File: config.mk
export PLATFORM = sky130hd
export DESIGN_NAME = vdc_top
export DESIGN_NICKNAME = d
export VERILOG_FILES = /design/src/hw/vdc_top.v /design/src/hw/vdc_fifo.v
export VERILOG_INCLUDE_DIRS = /design/src /design/src/hw
export SDC_FILE = /design/constraint.sdc
export NUM_CORES = 1
export LEC_CHECK = 0
export BUFFER_PORTS_ARGS = -buffer_cell sky130_fd_sc_hd__clkbuf_2
export CAP_MARGIN = 20
export CORE_MARGIN = 4
export CORE_UTILIZATION = 40
export CTS_CLUSTER_DIAMETER = 50
export DETAILED_ROUTE_END_ITERATION = 10
export PLACE_DENSITY = 0.64
export SETUP_SLACK_MARGIN = 0.5
export SYNTH_ARGS = -nofsm -noshare
export SYNTH_HDL_FRONTEND = slang
export SYNTH_HIERARCHICAL = 1
export SYNTH_SLANG_ARGS = --single-unit
File: constraint.sdc
create_clock -name clk -period 3.55 [get_ports clk]
set_input_delay 0 -clock clk [delete_from_list [all_inputs] [get_ports clk]]
set_output_delay 0 -clock clk [all_outputs]
set_load 0.1 [all_outputs]
File: src/hw/vdc_defs.vh
// vdc_defs.vh: constants for the video DAC input control and decode block.
// assumes it is included by bare name from every design file that needs it.
`ifndef VDC_DEFS_VH
`define VDC_DEFS_VH

// data word and captured word layout
`define VDC_DATA_W        8
`define VDC_WORD_W        12
`define VDC_W_SYNC        11
`define VDC_W_BLANK       10
`define VDC_W_FFS         9
`define VDC_W_BRIGHT      8
`define VDC_FULL_SCALE    8'hff
`define VDC_CODE_ZERO     8'h00

// segmented sinks: upper nibble as thermometer, lower nibble binary
`define VDC_THERM_N       15
`define VDC_BIN_N         4

// pixel buffer
`define VDC_FIFO_DEPTH    8
`define VDC_FIFO_AW       3
`define VDC_FIFO_CW       4

// register bus
`define VDC_ADDR_W        4
`define VDC_REG_CTRL      4'h0
`define VDC_REG_STATUS    4'h4
`define VDC_REG_SAMPLE    4'h8
`define VDC_REG_SINKS     4'hc

// control register fields
`define VDC_CTRL_HOLD     0
`define VDC_CTRL_RST      1'b0

// status register fields
`define VDC_ST_OVF        0
`define VDC_ST_PASS       1
`define VDC_ST_EMPTY      2
`define VDC_ST_FULL       3
`define VDC_ST_COUNT_LO   4
`define VDC_ST_COUNT_HI   7

// sinks register fields
`define VDC_SK_THERM_LO   0
`define VDC_SK_THERM_HI   14
`define VDC_SK_BIN_LO     15
`define VDC_SK_BIN_HI     18
`define VDC_SK_BLANK      19
`define VDC_SK_SYNC       20
`define VDC_SK_BRIGHT     21

`endif

File: src/hw/vdc_top.v
// vdc_top.v: capture, passthrough and level decode front end of an
// 8-bit video DAC, with an Avalon-MM register slave.
// assumes all inputs synchronous to clk; convert_clock is sampled, not
// used as a clock, so it must run well below clk/2.
//
// The Avalon-MM slave port and the register offsets are this design's own decisions.
`timescale 1ns/1ps
`include "vdc_defs.vh"

// Functional notes
// - With passthrough low, data and controls are captured on each rising convert_clock edge while the buffer is not full, and only captured values drive the sinks.
// - With passthrough high, the capture stage is bypassed and the sinks follow the live inputs without any convert edge.
// - Passthrough is a mode level acting independently of convert_clock, meant to be held static by the source.
// - Data and control inputs left unused must be tied low at integration; low means inactive.
// - Sync selects the sync level whatever the data word and the other controls.
// - Blank without sync selects the blank level, ignoring data, force and brighten.
// - Force full scale without sync or blank replaces the data word by full scale.
// - Brighten without sync or blank adds a tenth of full scale to the selected level.
// - With no control active the data word maps linearly from the low to the high level.
// - Four video controls sync, blank, brighten and force full scale travel with the data word.
// - The upper data nibble becomes a fifteen-segment thermometer and the lower nibble drives binary weights.
module vdc_top (
  input  wire                    clk,
  input  wire                    reset,
  input  wire [`VDC_ADDR_W-1:0]  avs_address,
  input  wire                    avs_read,
  input  wire                    avs_write,
  input  wire [31:0]             avs_writedata,
  input  wire [3:0]              avs_byteenable,
  output reg  [31:0]             avs_readdata,
  output reg                     avs_waitrequest,
  input  wire                    convert_clock,
  input  wire                    passthrough_select,
  input  wire [`VDC_DATA_W-1:0]  data_word,
  input  wire                    sync,
  input  wire                    blank,
  input  wire                    force_full_scale,
  input  wire                    brighten,
  output reg                     pixel_ready,
  output reg                     pass_active,
  output reg  [`VDC_THERM_N-1:0] sink_therm,
  output reg  [`VDC_BIN_N-1:0]   sink_bin,
  output reg                     sink_blank,
  output reg                     sink_sync,
  output reg                     sink_bright
);

  // data_word[7] is data_bit_top, data_word[0] is data_bit_bottom

  // register state
  reg                    drain_hold;
  reg                    overflow;
  reg [`VDC_WORD_W-1:0]  held;
  reg                    cvt_prev;

  // bus handshake: one wait state on every access
  // offset match shared by the write strobes
  function addr_is(input [`VDC_ADDR_W-1:0] a,
                   input [`VDC_ADDR_W-1:0] off);
    begin
      addr_is = (a == off);
    end
  endfunction

  wire bus_req    = avs_read | avs_write;
  wire bus_take   = bus_req & ~avs_waitrequest;
  wire wr_take    = avs_write & ~avs_waitrequest;
  wire wr_ctrl    = wr_take & addr_is(avs_address, `VDC_REG_CTRL)
                    & avs_byteenable[0];
  wire wr_status  = wr_take & addr_is(avs_address, `VDC_REG_STATUS)
                    & avs_byteenable[0];

  // input word assembly
  // open inputs must be tied low at integration; low means inactive
  wire [`VDC_WORD_W-1:0] live_word = {sync,
                                      blank,
                                      force_full_scale,
                                      brighten,
                                      data_word};

  // convert_clock is a sampled level; a rising edge is a one-cycle
  // pulse here, so the capture lands one clk after the pin edge
  wire cvt_rise = convert_clock & ~cvt_prev;

  // pixel buffer
  wire                   fifo_in_ready;
  wire                   fifo_out_valid;
  wire [`VDC_WORD_W-1:0] fifo_out_data;
  wire [`VDC_FIFO_CW-1:0] fifo_count;
  wire                   cap_push;
  wire                   drain;

  // capture only in registered mode
  assign cap_push = cvt_rise & ~passthrough_select;
  // software hold stalls the drain so the buffer really fills
  assign drain    = ~drain_hold & ~passthrough_select;

  vdc_fifo #(
    .WIDTH (`VDC_WORD_W),
    .DEPTH (`VDC_FIFO_DEPTH),
    .AW    (`VDC_FIFO_AW),
    .CW    (`VDC_FIFO_CW)
  ) u_fifo (
    .clk       (clk),
    .reset     (reset),
    .in_valid  (cap_push),
    .in_ready  (fifo_in_ready),
    .in_data   (live_word),
    .out_valid (fifo_out_valid),
    .out_ready (drain),
    .out_data  (fifo_out_data),
    .count     (fifo_count)
  );

  wire fifo_pop = drain & fifo_out_valid;

  // word that feeds the decode
  reg [`VDC_WORD_W-1:0] next_held;

  always @* begin
    if (passthrough_select) begin
      // bypass: follow the pins every clk, no convert edge needed
      next_held = live_word;
    end else if (fifo_pop) begin
      next_held = fifo_out_data;
    end else begin
      next_held = held;
    end
  end

  // priority decode
  wire                   w_sync   = next_held[`VDC_W_SYNC];
  wire                   w_blank  = next_held[`VDC_W_BLANK];
  wire                   w_ffs    = next_held[`VDC_W_FFS];
  wire                   w_bright = next_held[`VDC_W_BRIGHT];
  wire [`VDC_DATA_W-1:0] w_data   = next_held[`VDC_DATA_W-1:0];

  // sync beats everything, blank beats data and the rest
  wire                   lvl_active = ~w_sync & ~w_blank;
  reg  [`VDC_DATA_W-1:0] eff_code;

  always @* begin
    if (!lvl_active) begin
      eff_code = `VDC_CODE_ZERO;
    end else if (w_ffs) begin
      eff_code = `VDC_FULL_SCALE;
    end else begin
      eff_code = w_data;
    end
  end

  // brighten is one extra sink worth a tenth of full scale
  wire next_bright = lvl_active & w_bright;
  // blank sink carries the pedestal; sync adds its own on top
  wire next_blank  = ~lvl_active;
  wire next_sync   = w_sync;

  // segmented decode
  wire [3:0]              upper = eff_code[7:4];
  wire [`VDC_THERM_N-1:0] next_therm;

  // fifteen equal sinks: segment i is on when the nibble exceeds i
  genvar gi;
  generate
    for (gi = 0; gi < `VDC_THERM_N; gi = gi + 1) begin : g_therm
      assign next_therm[gi] = (upper > gi);
    end
  endgenerate

  wire [`VDC_BIN_N-1:0] next_bin = eff_code[3:0];

  // datapath registers
  always @(posedge clk) begin
    if (reset) begin
      cvt_prev    <= 1'b0;
      held        <= {`VDC_WORD_W{1'b0}};
      sink_therm  <= {`VDC_THERM_N{1'b0}};
      sink_bin    <= {`VDC_BIN_N{1'b0}};
      sink_blank  <= 1'b0;
      sink_sync   <= 1'b0;
      sink_bright <= 1'b0;
      pixel_ready <= 1'b0;
      pass_active <= 1'b0;
    end else begin
      cvt_prev    <= convert_clock;
      held        <= next_held;
      // the analog stage sums these with no further gating
      sink_therm  <= next_therm;
      sink_bin    <= next_bin;
      sink_blank  <= next_blank;
      sink_sync   <= next_sync;
      sink_bright <= next_bright;
      pixel_ready <= fifo_in_ready;
      pass_active <= passthrough_select;
    end
  end

  // control and sticky status
  // a capture against a full buffer is dropped and flagged
  wire ovf_event = cap_push & ~fifo_in_ready;

  always @(posedge clk) begin
    if (reset) begin
      drain_hold <= `VDC_CTRL_RST;
      overflow   <= 1'b0;
    end else begin
      if (wr_ctrl) begin
        drain_hold <= avs_writedata[`VDC_CTRL_HOLD];
      end
      // set wins over a write-one clear in the same cycle
      if (ovf_event) begin
        overflow <= 1'b1;
      end else if (wr_status && avs_writedata[`VDC_ST_OVF]) begin
        overflow <= 1'b0;
      end
    end
  end

  // read mux
  reg [31:0] rd_mux;

  always @* begin
    rd_mux = 32'h0000_0000;
    case (avs_address)
      `VDC_REG_CTRL: begin
        rd_mux[`VDC_CTRL_HOLD] = drain_hold;
      end
      `VDC_REG_STATUS: begin
        rd_mux[`VDC_ST_OVF]   = overflow;
        rd_mux[`VDC_ST_PASS]  = passthrough_select;
        rd_mux[`VDC_ST_EMPTY] = ~fifo_out_valid;
        rd_mux[`VDC_ST_FULL]  = ~fifo_in_ready;
        rd_mux[`VDC_ST_COUNT_HI:`VDC_ST_COUNT_LO] = fifo_count;
      end
      `VDC_REG_SAMPLE: begin
        rd_mux[`VDC_WORD_W-1:0] = held;
      end
      `VDC_REG_SINKS: begin
        rd_mux[`VDC_SK_THERM_HI:`VDC_SK_THERM_LO] = sink_therm;
        rd_mux[`VDC_SK_BIN_HI:`VDC_SK_BIN_LO]     = sink_bin;
        rd_mux[`VDC_SK_BLANK]  = sink_blank;
        rd_mux[`VDC_SK_SYNC]   = sink_sync;
        rd_mux[`VDC_SK_BRIGHT] = sink_bright;
      end
      default: begin
        rd_mux = 32'h0000_0000;
      end
    endcase
  end

  // bus response registers
  // waitrequest idles high; drops for exactly one cycle per request so
  // read data is registered before the master samples it
  always @(posedge clk) begin
    if (reset) begin
      avs_waitrequest <= 1'b1;
      avs_readdata    <= 32'h0000_0000;
    end else begin
      if (bus_req && avs_waitrequest) begin
        avs_waitrequest <= 1'b0;
      end else begin
        avs_waitrequest <= 1'b1;
      end
      if (avs_read && avs_waitrequest) begin
        avs_readdata <= rd_mux;
      end else if (bus_take) begin
        avs_readdata <= avs_readdata;
      end
    end
  end

endmodule // vdc_top

File: src/hw/vdc_fifo.v
// vdc_fifo.v: small synchronous FIFO holding captured pixel words.
// assumes one clock, synchronous active-high reset, registered read data.
`timescale 1ns/1ps

module vdc_fifo #(
  parameter WIDTH = 12,
  parameter DEPTH = 8,
  parameter AW    = 3,
  parameter CW    = 4
) (
  input  wire             clk,
  input  wire             reset,
  input  wire             in_valid,
  output wire             in_ready,
  input  wire [WIDTH-1:0] in_data,
  output wire             out_valid,
  input  wire             out_ready,
  output reg  [WIDTH-1:0] out_data,
  output reg  [CW-1:0]    count
);

  reg [WIDTH-1:0] mem [0:DEPTH-1];
  reg [AW-1:0]    wr_ptr;
  reg [AW-1:0]    rd_ptr;
  reg             full;
  reg             empty;

  wire          push = in_valid & ~full;
  wire          pop  = out_ready & ~empty;
  wire [AW-1:0] next_rd = pop ? rd_ptr + 1'b1 : rd_ptr;
  wire [CW-1:0] next_count = count + {{(CW-1){1'b0}}, push}
                             - {{(CW-1){1'b0}}, pop};

  assign in_ready  = ~full;
  assign out_valid = ~empty;

  always @(posedge clk) begin
    if (push) begin
      mem[wr_ptr] <= in_data;
    end
  end

  // head register; a word written into the slot about to be read
  // bypasses the array so the head never goes stale
  always @(posedge clk) begin
    if (reset) begin
      out_data <= {WIDTH{1'b0}};
    end else if (push && (wr_ptr == next_rd)) begin
      out_data <= in_data;
    end else begin
      out_data <= mem[next_rd];
    end
  end

  always @(posedge clk) begin
    if (reset) begin
      wr_ptr <= {AW{1'b0}};
      rd_ptr <= {AW{1'b0}};
      count  <= {CW{1'b0}};
      full   <= 1'b0;
      empty  <= 1'b1;
    end else begin
      if (push) begin
        wr_ptr <= wr_ptr + 1'b1;
      end
      rd_ptr <= next_rd;
      count  <= next_count;
      full   <= (next_count == DEPTH[CW-1:0]);
      empty  <= (next_count == {CW{1'b0}});
    end
  end

endmodule // vdc_fifo

-- Yosys cells after proc, flatten, opt, wreduce, memory -nomap -nowiden
Memory sizes are Yosys's and may differ from the RTL's. A register that Yosys moved wholly into a read port is not among the register bits.
Cells that the tools add are included.
- flip-flop bits (word level): 74
- bits in latches: 0
- memory bits (writable): 96
- memory bits (read-only): 0
- input port bits: 58
- logic and storage cells: 86
- memories kept: 1
- memory list (memory ; words ; bits a word ; rd ports ; clocked after Yosys merged registers in ; wr ports ; RTL line ; RTL):
    u_fifo.mem ; 8 ; 12 ; 1 ; 1 ; 1 ; vdc_fifo.v:22 ; reg [WIDTH-1:0] mem [0:DEPTH-1];
- $add $sub $neg: 4
- multipliers: 0
- divide/modulo/power cells: 0
- magnitude comparators: 15
- eq/ne operators: 4
- shift-type cells: 0
- multiplexer cells: 14
- bitwise operators: 23
- reductions and logical operators: 7
- operator list (operator ; number):
    $gt 4x4->1 const B ; 7
    $mux 12 ; 2
    $pmux 7 s3 ; 1
    $gt 4x3->1 const B ; 4
    $mux 8 ; 2
    $and 1x1->1 ; 13
    $eq 4x4->1 const B ; 3
    $mux 10 ; 1
    $not 1->1 ; 9
    $gt 4x1->1 const B ; 2
    $gt 4x2->1 const B ; 2
    $logic_not 4->1 ; 2
    $pmux 4 s2 ; 1
    $add 3x1->3 const B ; 2
    $mux 1 ; 5
    $add 4x1->4 ; 1
    $eq 4x3->1 const B ; 1
    $pmux 1 s4 ; 1
    $sub 4x1->4 ; 1
    $logic_and 1x1->1 ; 3
    $mux 3 ; 1
    $reduce_bool 2->1 ; 1
    $reduce_or 2->1 ; 1
    $or 1x1->1 ; 1

-- Depth between registers and ports, before layout
Gate-level depths: netlist of the first run.
- depth after elaboration: 9
- gate-level depth with buffers: 15
- gate-level depth less buffers: 11

-- Cells and area by module
The synthesis of the first run kept the hierarchy.
- by module, submodules not included (module ; instances ; cells each ; area each (um^2)):
    vdc_fifo ; 1 ; 482 ; 5654.2
    vdc_top ; 1 ; 264 ; 2580.0

-- Worst setup path after synthesis of the first run
OpenSTA, ideal clock, no wires.
- kind: register -> register
- start: reg drain_hold
- end: reg u_fifo.full
- data arrival time: 2.559 ns
- slack: 0.932 ns
- stages on the path, launching flop included: 15
- path buffers: 4
- period minus slack after synthesis: 2.618 ns
- cell sequence: dfxtp_1 > buf_2 > nor2_1 > nand2b_4 > buf_6 > inv_2 > buf_4 > buf_2 > ha_1 > inv_1 > ha_1 > fa_1 > xnor2_1 > nor3b_1 > and2_1
- word-level cells in the longest chain between the ends: 5
- ends and longest elaborated chain (element ; RTL line ; RTL):
    start, declared ; vdc_top.v:51 ; reg drain_hold;
    start signal, assigned ; vdc_top.v:204 ; drain_hold <= `VDC_CTRL_RST;
    start signal, assigned ; vdc_top.v:208 ; drain_hold <= avs_writedata[`VDC_CTRL_HOLD];
    $not 1->1 ; vdc_top.v:96 ; assign drain = ~drain_hold & ~passthrough_select;
    $and 1x1->1 ; vdc_top.v:96 ;
    via drain ; vdc_top.v:91 ; wire drain;
    $and 1x1->1 ; vdc_fifo.v:29 ; wire pop = out_ready & ~empty;
    $sub 4x1->4 ; vdc_fifo.v:32 ; - {{(CW-1){1'b0}}, pop};
    $eq 4x4->1 ; vdc_fifo.v:68 ; full <= (next_count == DEPTH[CW-1:0]);
    end signal, assigned ; vdc_fifo.v:68 ;
    end, declared ; vdc_fifo.v:25 ; reg full;
The timed path passes the listed nets, and every way through them passes these cells.
A chain may end at the register's enable or synchronous reset.

-- Worst setup path after layout of the first run
- start: reg cvt_prev
- end: reg u_fifo.empty
- word-level cells in the longest chain between the ends: 7
- ends and longest elaborated chain (element ; RTL line ; RTL):
    start, declared ; vdc_top.v:54 ; reg cvt_prev;
    start signal, assigned ; vdc_top.v:185 ; cvt_prev <= convert_clock;
    $not 1->1 ; vdc_top.v:83 ; wire cvt_rise = convert_clock & ~cvt_prev;
    $and 1x1->1 ; vdc_top.v:83 ;
    $and 1x1->1 ; vdc_top.v:94 ; assign cap_push = cvt_rise & ~passthrough_select;
    via cap_push ; vdc_top.v:90 ; wire cap_push;
    $and 1x1->1 ; vdc_fifo.v:28 ; wire push = in_valid & ~full;
    $add 4x1->4 ; vdc_fifo.v:31 ; wire [CW-1:0] next_count = count + {{(CW-1){1'b0}}, push}
    $sub 4x1->4 ; vdc_fifo.v:32 ;
    $logic_not 4->1 ; vdc_fifo.v:69 ; empty <= (next_count == {CW{1'b0}});
    end signal, assigned ; vdc_fifo.v:69 ;
    end, declared ; vdc_fifo.v:26 ; reg empty;
The timed path passes the listed nets, and every way through them passes these cells.

==> results of run 1 <==
==> what timing repair did <==
item,4_1_cts,5_1_grt
setup buffers,0,0
endpoints found under the hold margin,103,0
hold buffers,19,0
==> flip-flops by register name, summed over array words and instances (netlist names), 3 cells and up <==
signal and count:
held 11, avs_readdata 22, u_fifo/out_data 12, u_fifo/count 4, sink_therm 15, sink_bin 4
u_fifo/mem 96, u_fifo/rd_ptr 3, u_fifo/wr_ptr 3
==> area by class of cell <==
class | count | area, um2 | share of cell area [%]
clock inverters | 12 | 105.1 | 1.096
well taps | 270 | 337.8 | 3.524
multi-input cells | 491 | 3301 | 34.43
flip-flops and latches | 181 | 4586 | 47.83
inverters | 15 | 56.30 | 0.5873
clock buffers | 20 | 467.9 | 4.881
repair buffers | 115 | 733.2 | 7.648
==> per-stage QoR <==
step	instances	utilization (%)
after global placement	1052	43.58
after CTS	1103	47.35
after global routing	1104	47.38
after floorplan	755	-
final	1104	47.38
after detailed placement	1052	43.58
==> cell usage in the layout, fill, tap and decap left out, types with 3 or more instances in the layout <==
| master | n |
|---|---|
| xnor2_1 | 6 |
| nand3_1 | 51 |
| ha_1 | 6 |
| clkinv_4 | 4 |
| buf_4 | 25 |
| a311o_1 | 3 |
| o22ai_1 | 3 |
| clkbuf_16 | 18 |
| nor3_2 | 5 |
| nor4bb_1 | 5 |
| and2_1 | 10 |
| nand4_1 | 25 |
| mux2i_1 | 17 |
| a311oi_1 | 3 |
| nor3_1 | 31 |
| conb_1 | 10 |
| inv_4 | 3 |
| nand2_1 | 36 |
| mux2_2 | 4 |
| dlygate4sd3_1 | 19 |
| a211oi_1 | 26 |
| nand2b_1 | 28 |
| o311ai_1 | 4 |
| o2bb2ai_1 | 4 |
| xor2_1 | 3 |
| edfxtp_1 | 96 |
| a21oi_1 | 17 |
| clkbuf_2 | 71 |
| nor2b_1 | 30 |
| inv_1 | 14 |
| dfxtp_1 | 84 |
| a32o_1 | 12 |
| nor2_1 | 56 |
| o311ai_0 | 21 |
| a22oi_1 | 43 |
==> worst register-to-register path, stage by stage (launching register included) <==
cell     delay (ns)
dfxtp_1        0.30
nor3b_1        0.28
and2b_1        0.33
inv_1          0.21
ha_1           0.32
inv_1          0.04
ha_1           0.19
fa_1           0.38
xnor2_1        0.18
nor3b_1        0.29
nor2_1         0.07
nor2_1         0.10
==> cell families after synthesis <==
logic type	count (synthesis)
multiplexers	23
other	1
XOR/XNOR	11
flip-flops	181
AO/OA/AOI/OAI	146
buffers and inverters	83
AND/OR/NAND/NOR	294
adder cells (fa/ha/maj)	7
==> power breakdown <==
group	switching (mW)	internal (mW)
registers	0.131	2.40
clock network	0.821	1.00
logic	1.53	0.672
total	2.48	4.08
==> layer usage <==
metal	up-vias	GRT usage [%]	routed length [um]
met5	-	0	0
li1	2954	-	-
met3	14	3.450	1305
met4	0	5.258	194
met1	2981	24.08	8905
met2	185	30.87	10190
==> how the worst min path moves through the flow <==
stage,from,endpoint
finish,avs_address[0],avs_readdata[1]
global route,avs_address[0],avs_readdata[1]
CTS,force_full_scale,u_fifo/mem[5][9]
detailed placement,avs_write,avs_waitrequest
global placement,avs_write,avs_waitrequest
floorplan,reset,held[8]
==> impl_metrics.toml, run 1 <==
[yosys]
syn_inst = 746
synth_top_family_by_area = "simple AND/OR/NAND/NOR gates"
synth_compound_area_share_pct = 14.31
synth_edf_count = 96
synth_most_common_cell = "edfxtp_1"
synth_top_area_cell = "edfxtp_1"
yosys.area_share.simple_pct = 19.05
avgSynthCellArea_um2 = 11.04
netlist_top_cells_count = "96 x edfxtp_1, 85 x dfxtp_1, 56 x nor2_1"
synth_area_leaders = "edfxtp_1 35%, dfxtp_1 21%, a22oi_1 3.9%"
synth.cell_area_um2 = 8234
ys_seq_area_share_pct = 55.68
synthMuxAreaShare_pct = 3.161
yosys_warnings = 6
ys_async_sr_fraction_pct = 0
synth_top_area_share_pct = 35.01
synthAdderAreaFrac_pct = 1.155
ys_seq_elements = 181
yosys.area_share.xor_xnor_pct = 1.626
synthFlopType = "edfxtp_1"
yosys.cell_types.count = 59

[worst_setup_path]
crit_start = "cvt_prev"
r2r-end = "u_fifo/empty"
cp.required_ns = 3.92
worstPathCellList = "nor3b_1 -> and2b_1 -> inv_1 -> ha_1 -> inv_1 -> ha_1 -> fa_1 -> xnor2_1 -> nor3b_1 -> nor2_1 -> nor2_1"
cp_top_family = "simple AND/OR/NAND/NOR gates"
slowest_stage = "fa_1"
worst_ep_arrival_time_ns = 3.12
path_depth = 11
cp_num_buf_inv = 2
r2r_slack_ns = 0.80
path_class = "register to register"
max_stage_delay_ns = 0.38
endpoint = "u_fifo/empty"
path_max_fanout = 7
ff2ff_path_depth = 11
r2r_start = "cvt_prev"
worstSetupEndpointType = "register"
critPathLaunchType = "register"

[grt]
antenna_found_initial = 0
grt.total_usage_pct = 18.30
grt_overflow = 0
grt_pass1_vias = 5844
grt_first_pass_wirelength_um = 31940
grt_max_degree = 51

[layout]
fillers = 1835
final_layout_size_suffix_gt1_share_pct = 18.47
nets = 886
area_delta_synth_final_pct = 16.43
design_area_um2 = 9587
diodes = 0

[placed_design]
dp_slack_ns = 0.8648
numPortBuffers = 70
placed_cell_area_um2 = 8818
gp_congestion = 0.8068
hpwl_um = 13130

[min_path]
holdPathStages = 4
hp-class = "primary input to register"

[clocking]
cts_buffers = 17
root_buffer = "clkbuf_16"
cts_tree = "yes"
clk_latency_ns = 0.44
clkSlewWorstSetupHoldPaths_ns = 0.07
clkSinkCount = 181
ctsLongestPathBuffers = 2
post_cts_resized = 0
cts_htree_levels = 4

[timing]
fin_ws_ns = 0.7969
maxSlewHeadroom_pct = 36.33
final-hold-violation-count = 5
clock_skew_ns = 0.009661
post-route-period-util_pct = 77.55
setup_violations = 0
worst_pin_slew_ns = 0.9551
period_minus_slack_ns = 2.753
rsz0062_at_grt = "false"
fmax_mhz = 363.2
final_max_slew_viol_count = 0
whs_ns = -0.01828
final.setup.tns_ns = 0

[outcome]
violations = "negative hold slack"
status = "finished, violations left"

[drt]
via_count = 6134
avgViaCountPerCell = 5.556
drt_first_iter_violations = 409
drc = 0
wl_per_cell_um = 18.65
first_pass_iters = 5
wl_um = 20590
antenna_left = 0

[power]
powerDensity_nw_per_um2 = 684.1
ir_drop_v = 0.0003890
p_total_mw = 6.558
power_leakage_nw = 3.467

[floorplanning]
fp-row-count = 52
start_util_pct = 40.69
die_area_um2 = 22940
fp.dieW_um = 151.5
floorplan.die.height_um = 151.5
io_pins = 115
floorplan.core_area_um2 = 20230

[job]
cap_violations = 0
Note: power is estimated with default switching activity, not from simulation.
==> inputs of run 2 (changes only) <==
- clock period: 3.55 -> 2.55 ns (I/O delays scaled with it)
==> impl_metrics.toml, run 2 (synthesis results as in run 1) <==
[clocking]
root_buffer = "clkbuf_16"
ctsLongestPathBuffers = 2
clkSinkCount = 181
cts_tree = "yes"
clk_latency_ns = 0.44
clkSlewWorstSetupHoldPaths_ns = 0.07
cts_buffers = 17
cts_htree_levels = 4

[power]
power_leakage_nw = 3.566
switching_share_pct = 38.74
p_int_mw = 5.846
combPwrFrac_pct = 36.4
power_frac_clock_pct = 26.5
switchingPower_mw = 3.698
pwr-share-seq_pct = 37.1
powerDensity_nw_per_um2 = 964.3
p_total_mw = 9.544
ir_drop_v = 0.0005028

[layout]
fillers = 1798
final_cell_mix = "96 x edfxtp_1, 81 x dfxtp_1, 70 x clkbuf_2"
area_delta_synth_final_pct = 20.19
largest_reg_flops = 96
layout_commonest_cell = "edfxtp_1"
stdcell_count = 1118
regMostFlops = "u_fifo/mem"
final_layout_size_suffix_gt1_share_pct = 21.82
finalCoreUtilization_pct = 48.91
nets = 900
diodes = 0
top_regs = "u_fifo/mem (96), avs_readdata (22), sink_therm (15)"

[worst_setup_path]
cp_top_family = "simple AND/OR/NAND/NOR gates"
path_max_fanout = 2
critPathLaunchType = "register"
slowest_stage = "fa_2"
cp_num_buf_inv = 2
worstPathCellList = "nor3b_4 -> and2b_1 -> inv_2 -> ha_4 -> inv_2 -> ha_4 -> fa_2 -> xnor2_2 -> nor3b_4 -> nor2_1 -> nor2_1"
worst_ep_arrival_time_ns = 2.56
worstSetupEndpointType = "register"
max_stage_delay_ns = 0.35
path_class = "register to register"
cp.required_ns = 2.92

[grt]
grt.total_usage_pct = 18.87
grt_first_pass_wirelength_um = 32860
grt_overflow = 0
grt_pass1_vias = 6088
grt_max_degree = 57
antenna_found_initial = 0

[placed_design]
numPortBuffers = 70
dp_cells = 1058
gp_congestion = 0.7878
hpwl_um = 13490

[timing]
final_max_slew_viol_count = 0
post-route-period-util_pct = 85.85
maxSlewHeadroom_pct = 57.33
clock_skew_ns = 0.009314
period_minus_slack_ns = 2.189
fmax_mhz = 456.8
rsz0062_at_grt = "true"
setup_violations = 0
final-hold-violation-count = 0
worst_pin_slew_ns = 0.6393
final.setup.tns_ns = 0

[drt]
drt_first_iter_violations = 518
avgViaCountPerCell = 5.674
wl_met2_um = 10830
via_count = 6344
first_pass_iters = 5
routed.top_layer = "met4"
met1_length_um = 9337
drc = 0
wl_per_cell_um = 19.58
antenna_left = 0
wl_um = 21890
wl_met3_um = 1217

[floorplanning]
floorplan.core_area_um2 = 20230
floorplan.die.height_um = 151.5
start_util_pct = 40.69
fp.dieW_um = 151.5
fp-row-count = 52
die_area_um2 = 22940
io_pins = 115

[job]
cap_violations = 0

[min_path]
hp-class = "primary input to register"

[outcome]
status = "completed"
-- run 2: through the flow --
step | instance area (um2) | setup slack, ns | hold slack [ns]
floorplan | 8363 | 0.2543 | 0.07974
detailed placement | 8930 | 0.2821 | 0.2243
finish | 9897 | 0.3607 | 0.02682
global route | 9897 | 0.2883 | 0.06469
global placement | 8930 | 0.3009 | 0.2093
CTS | 9777 | 0.4101 | 0.01204
-- run 2: cell type report --
type,count,area [um2],share of cell area [%]
Clock inverter,15,138.9,1.403
Tap cell,270,337.8,3.413
Inverter,15,63.81,0.6448
Multi-Input combinational cell,493,3430,34.65
Clock buffer,17,425.4,4.298
Sequential cell,181,4592,46.40
Timing Repair Buffer,127,909.6,9.191
-- run 2: routing by layer --
| layer | global-route usage, % | vias up |
|---|---|---|
| li1 | - | 2987 |
| met1 | 24.25 | 3127 |
| met2 | 31.63 | 194 |
| met5 | 0 | - |
| met3 | 3.421 | 36 |
| met4 | 7.434 | 0 |
-- run 2: final timing paths --
| check | start | endpoint | slack (ns) | cells after the start |
|---|---|---|---|---|
| worst min-delay path | avs_address[1] | overflow | 0.03 | 5 |
| worst max register to register | cvt_prev | u_fifo/empty | 0.36 | 11 |
| worst min register to register | sink_therm[12] | avs_readdata[12] | 0.49 | 2 |
| worst max-delay path | cvt_prev | u_fifo/empty | 0.36 | 11 |
-- run 2: timing repair --
action / in CTS / in global routing
buffers inserted: 3 / 2
pin swaps: 4 / 4
endpoints found under the hold margin: 107 / 0
gates resized for setup: 10 / 18
hold buffers: 20 / 0
cloned: 1 / 2
endpoints found under the setup margin: 22 / 18
-- run 2: worst min-delay path, delay by kind of cell --
family | cells | cell delay (ns)
compound gates | 1 | 0.06
buf+inv | 1 | 0.11
simple gates | 3 | 0.25
-- run 2: power by group through the flow --
stage	clock (mW)	sequential, mW	combinational, mW
floorplan	0	4.00	2.03
global placement	0	3.61	3.09
detailed placement	0	3.60	3.13
CTS	2.57	3.55	3.29
global route	2.70	3.56	3.71
finish	2.53	3.54	3.47
==> inputs of run 3 (changes only) <==
- clock period: 2.55 -> 2.23 ns (I/O delays scaled with it)
==> impl_metrics.toml, run 3 (synthesis results as in run 1) <==
[min_path]
hp-start = "avs_address[1]"
hold_end = "avs_readdata[2]"
holdPathStages = 4
hp-class = "primary input to register"

[placed_design]
dp_cells = 1070
dp_slack_ns = -0.003160
numPortBuffers = 70
hpwl_um = 13890
placed_cell_area_um2 = 9060
gp_congestion = 0.8087

[clocking]
ctsLongestPathBuffers = 2
cts_buffers = 17
clk_latency_ns = 0.44
cts_htree_levels = 4
clkSlewWorstSetupHoldPaths_ns = 0.08
root_buffer = "clkbuf_16"
cts_tree = "yes"
clkSinkCount = 181

[worst_setup_path]
crit_start = "cvt_prev"
path_class = "register to register"
critPathLaunchType = "register"
worstSetupEndpointType = "register"
path_max_fanout = 2
worst_ep_arrival_time_ns = 2.46
r2r_start = "cvt_prev"
r2r_slack_ns = 0.14
cp.required_ns = 2.60
ff2ff_path_depth = 11
r2r-end = "u_fifo/empty"

[timing]
fmax_mhz = 478.2
clock_skew_ns = 0.01161
fin_ws_ns = 0.1390
worst_pin_slew_ns = 0.7174
final.setup.tns_ns = 0
final-hold-violation-count = 0
maxSlewHeadroom_pct = 52.11
whs_ns = 0.02627
setup_violations = 0
final_max_slew_viol_count = 0
rsz0062_at_grt = "true"
post-route-period-util_pct = 93.77
period_minus_slack_ns = 2.091

[layout]
final_layout_size_suffix_gt1_share_pct = 29.47
nets = 941
largest_reg_flops = 96
stdcell_count = 1159
design_area_um2 = 10800
final_cell_mix = "96 x edfxtp_1, 81 x dfxtp_1, 70 x clkbuf_2"
diodes = 0
area_delta_synth_final_pct = 31.20
top_regs = "u_fifo/mem (96), avs_readdata (22), sink_therm (15)"
finalCoreUtilization_pct = 53.39
regMostFlops = "u_fifo/mem"
layout_commonest_cell = "edfxtp_1"
fillers = 1720

[grt]
grt_first_pass_wirelength_um = 35330
grt_max_degree = 41
antenna_found_initial = 0
grt_overflow = 0
grt.total_usage_pct = 20.36
grt_pass1_vias = 6114

[floorplanning]
die_area_um2 = 22940
floorplan.die.height_um = 151.5
io_pins = 115
fp-row-count = 52
fp.dieW_um = 151.5
start_util_pct = 40.69
floorplan.core_area_um2 = 20230

[drt]
avgViaCountPerCell = 5.680
via_count = 6583
antenna_left = 0
first_pass_iters = 5
wl_um = 23410
drt_first_iter_violations = 580
wl_per_cell_um = 20.19
drc = 0

[job]
cap_violations = 0

[outcome]
status = "completed"

[power]
powerDensity_nw_per_um2 = 1096
p_total_mw = 11.84
power_leakage_nw = 3.905
ir_drop_v = 0.0006517
## run 3: changes by cell type in the layout (fill, tap and decap cells not counted), moves of 4 or more
cell and change:
nor3_4 +7, buf_4 +10, nor2_4 +5, inv_6 -5, nor2_1 -7, buf_6 +18
buf_12 +8, a21oi_1 -4, nor3_2 -5
## run 3: how the worst max path moves through the flow
stage | endpoint | cells past startpoint
3_5_place_dp | u_fifo/out_data[0] | 7
4_1_cts | u_fifo/empty | 11
2_1_floorplan | u_fifo/full | 14
3_3_place_gp | u_fifo/out_data[11] | 7
6_report | u_fifo/empty | 11
5_1_grt | u_fifo/empty | 11
## run 3: repair_timing
action | in CTS | in global routing
resized for setup | 63 | 44
setup endpoints to repair | 103 | 139
hold endpoints to repair | 114 | 0
cloned | 5 | 2
pin swaps | 12 | 19
buffers inserted | 20 | 10
hold buffers | 20 | 0
## run 3: cell type report
cell class / instances / area, um2 / share of cell area, %
Inverter: 15 / 67.56 / 0.6254
Clock buffer: 18 / 429.2 / 3.973
Tap cell: 270 / 337.8 / 3.127
Clock inverter: 14 / 196.4 / 1.818
Timing Repair Buffer: 167 / 1448 / 13.40
Multi-Input combinational cell: 494 / 3732 / 34.55
Sequential cell: 181 / 4592 / 42.51
## run 3: where the power goes
part           leakage [nW]  switching, mW  internal, mW
sequential             1.56          0.254          3.82
combinational          2.04           2.78          1.79
clock                 0.297           1.39          1.80
total                  3.90           4.43          7.41
## run 3: layer usage
metal  wire, um  track usage (%)
met3       1763            3.837
met5          0                0
met1      10000            28.25
met4        318            5.848
met2      11320            32.67
## run 3: critical path: stages, from the launching register on
cell and delay, ns:
dfxtp_2 0.32, nor3b_2 0.18, and2b_2 0.20, inv_2 0.05, ha_4 0.25, inv_2 0.04, ha_4 0.15, fa_2 0.35
xnor2_2 0.14, nor3b_2 0.21, nor2_1 0.06, nor2_1 0.08
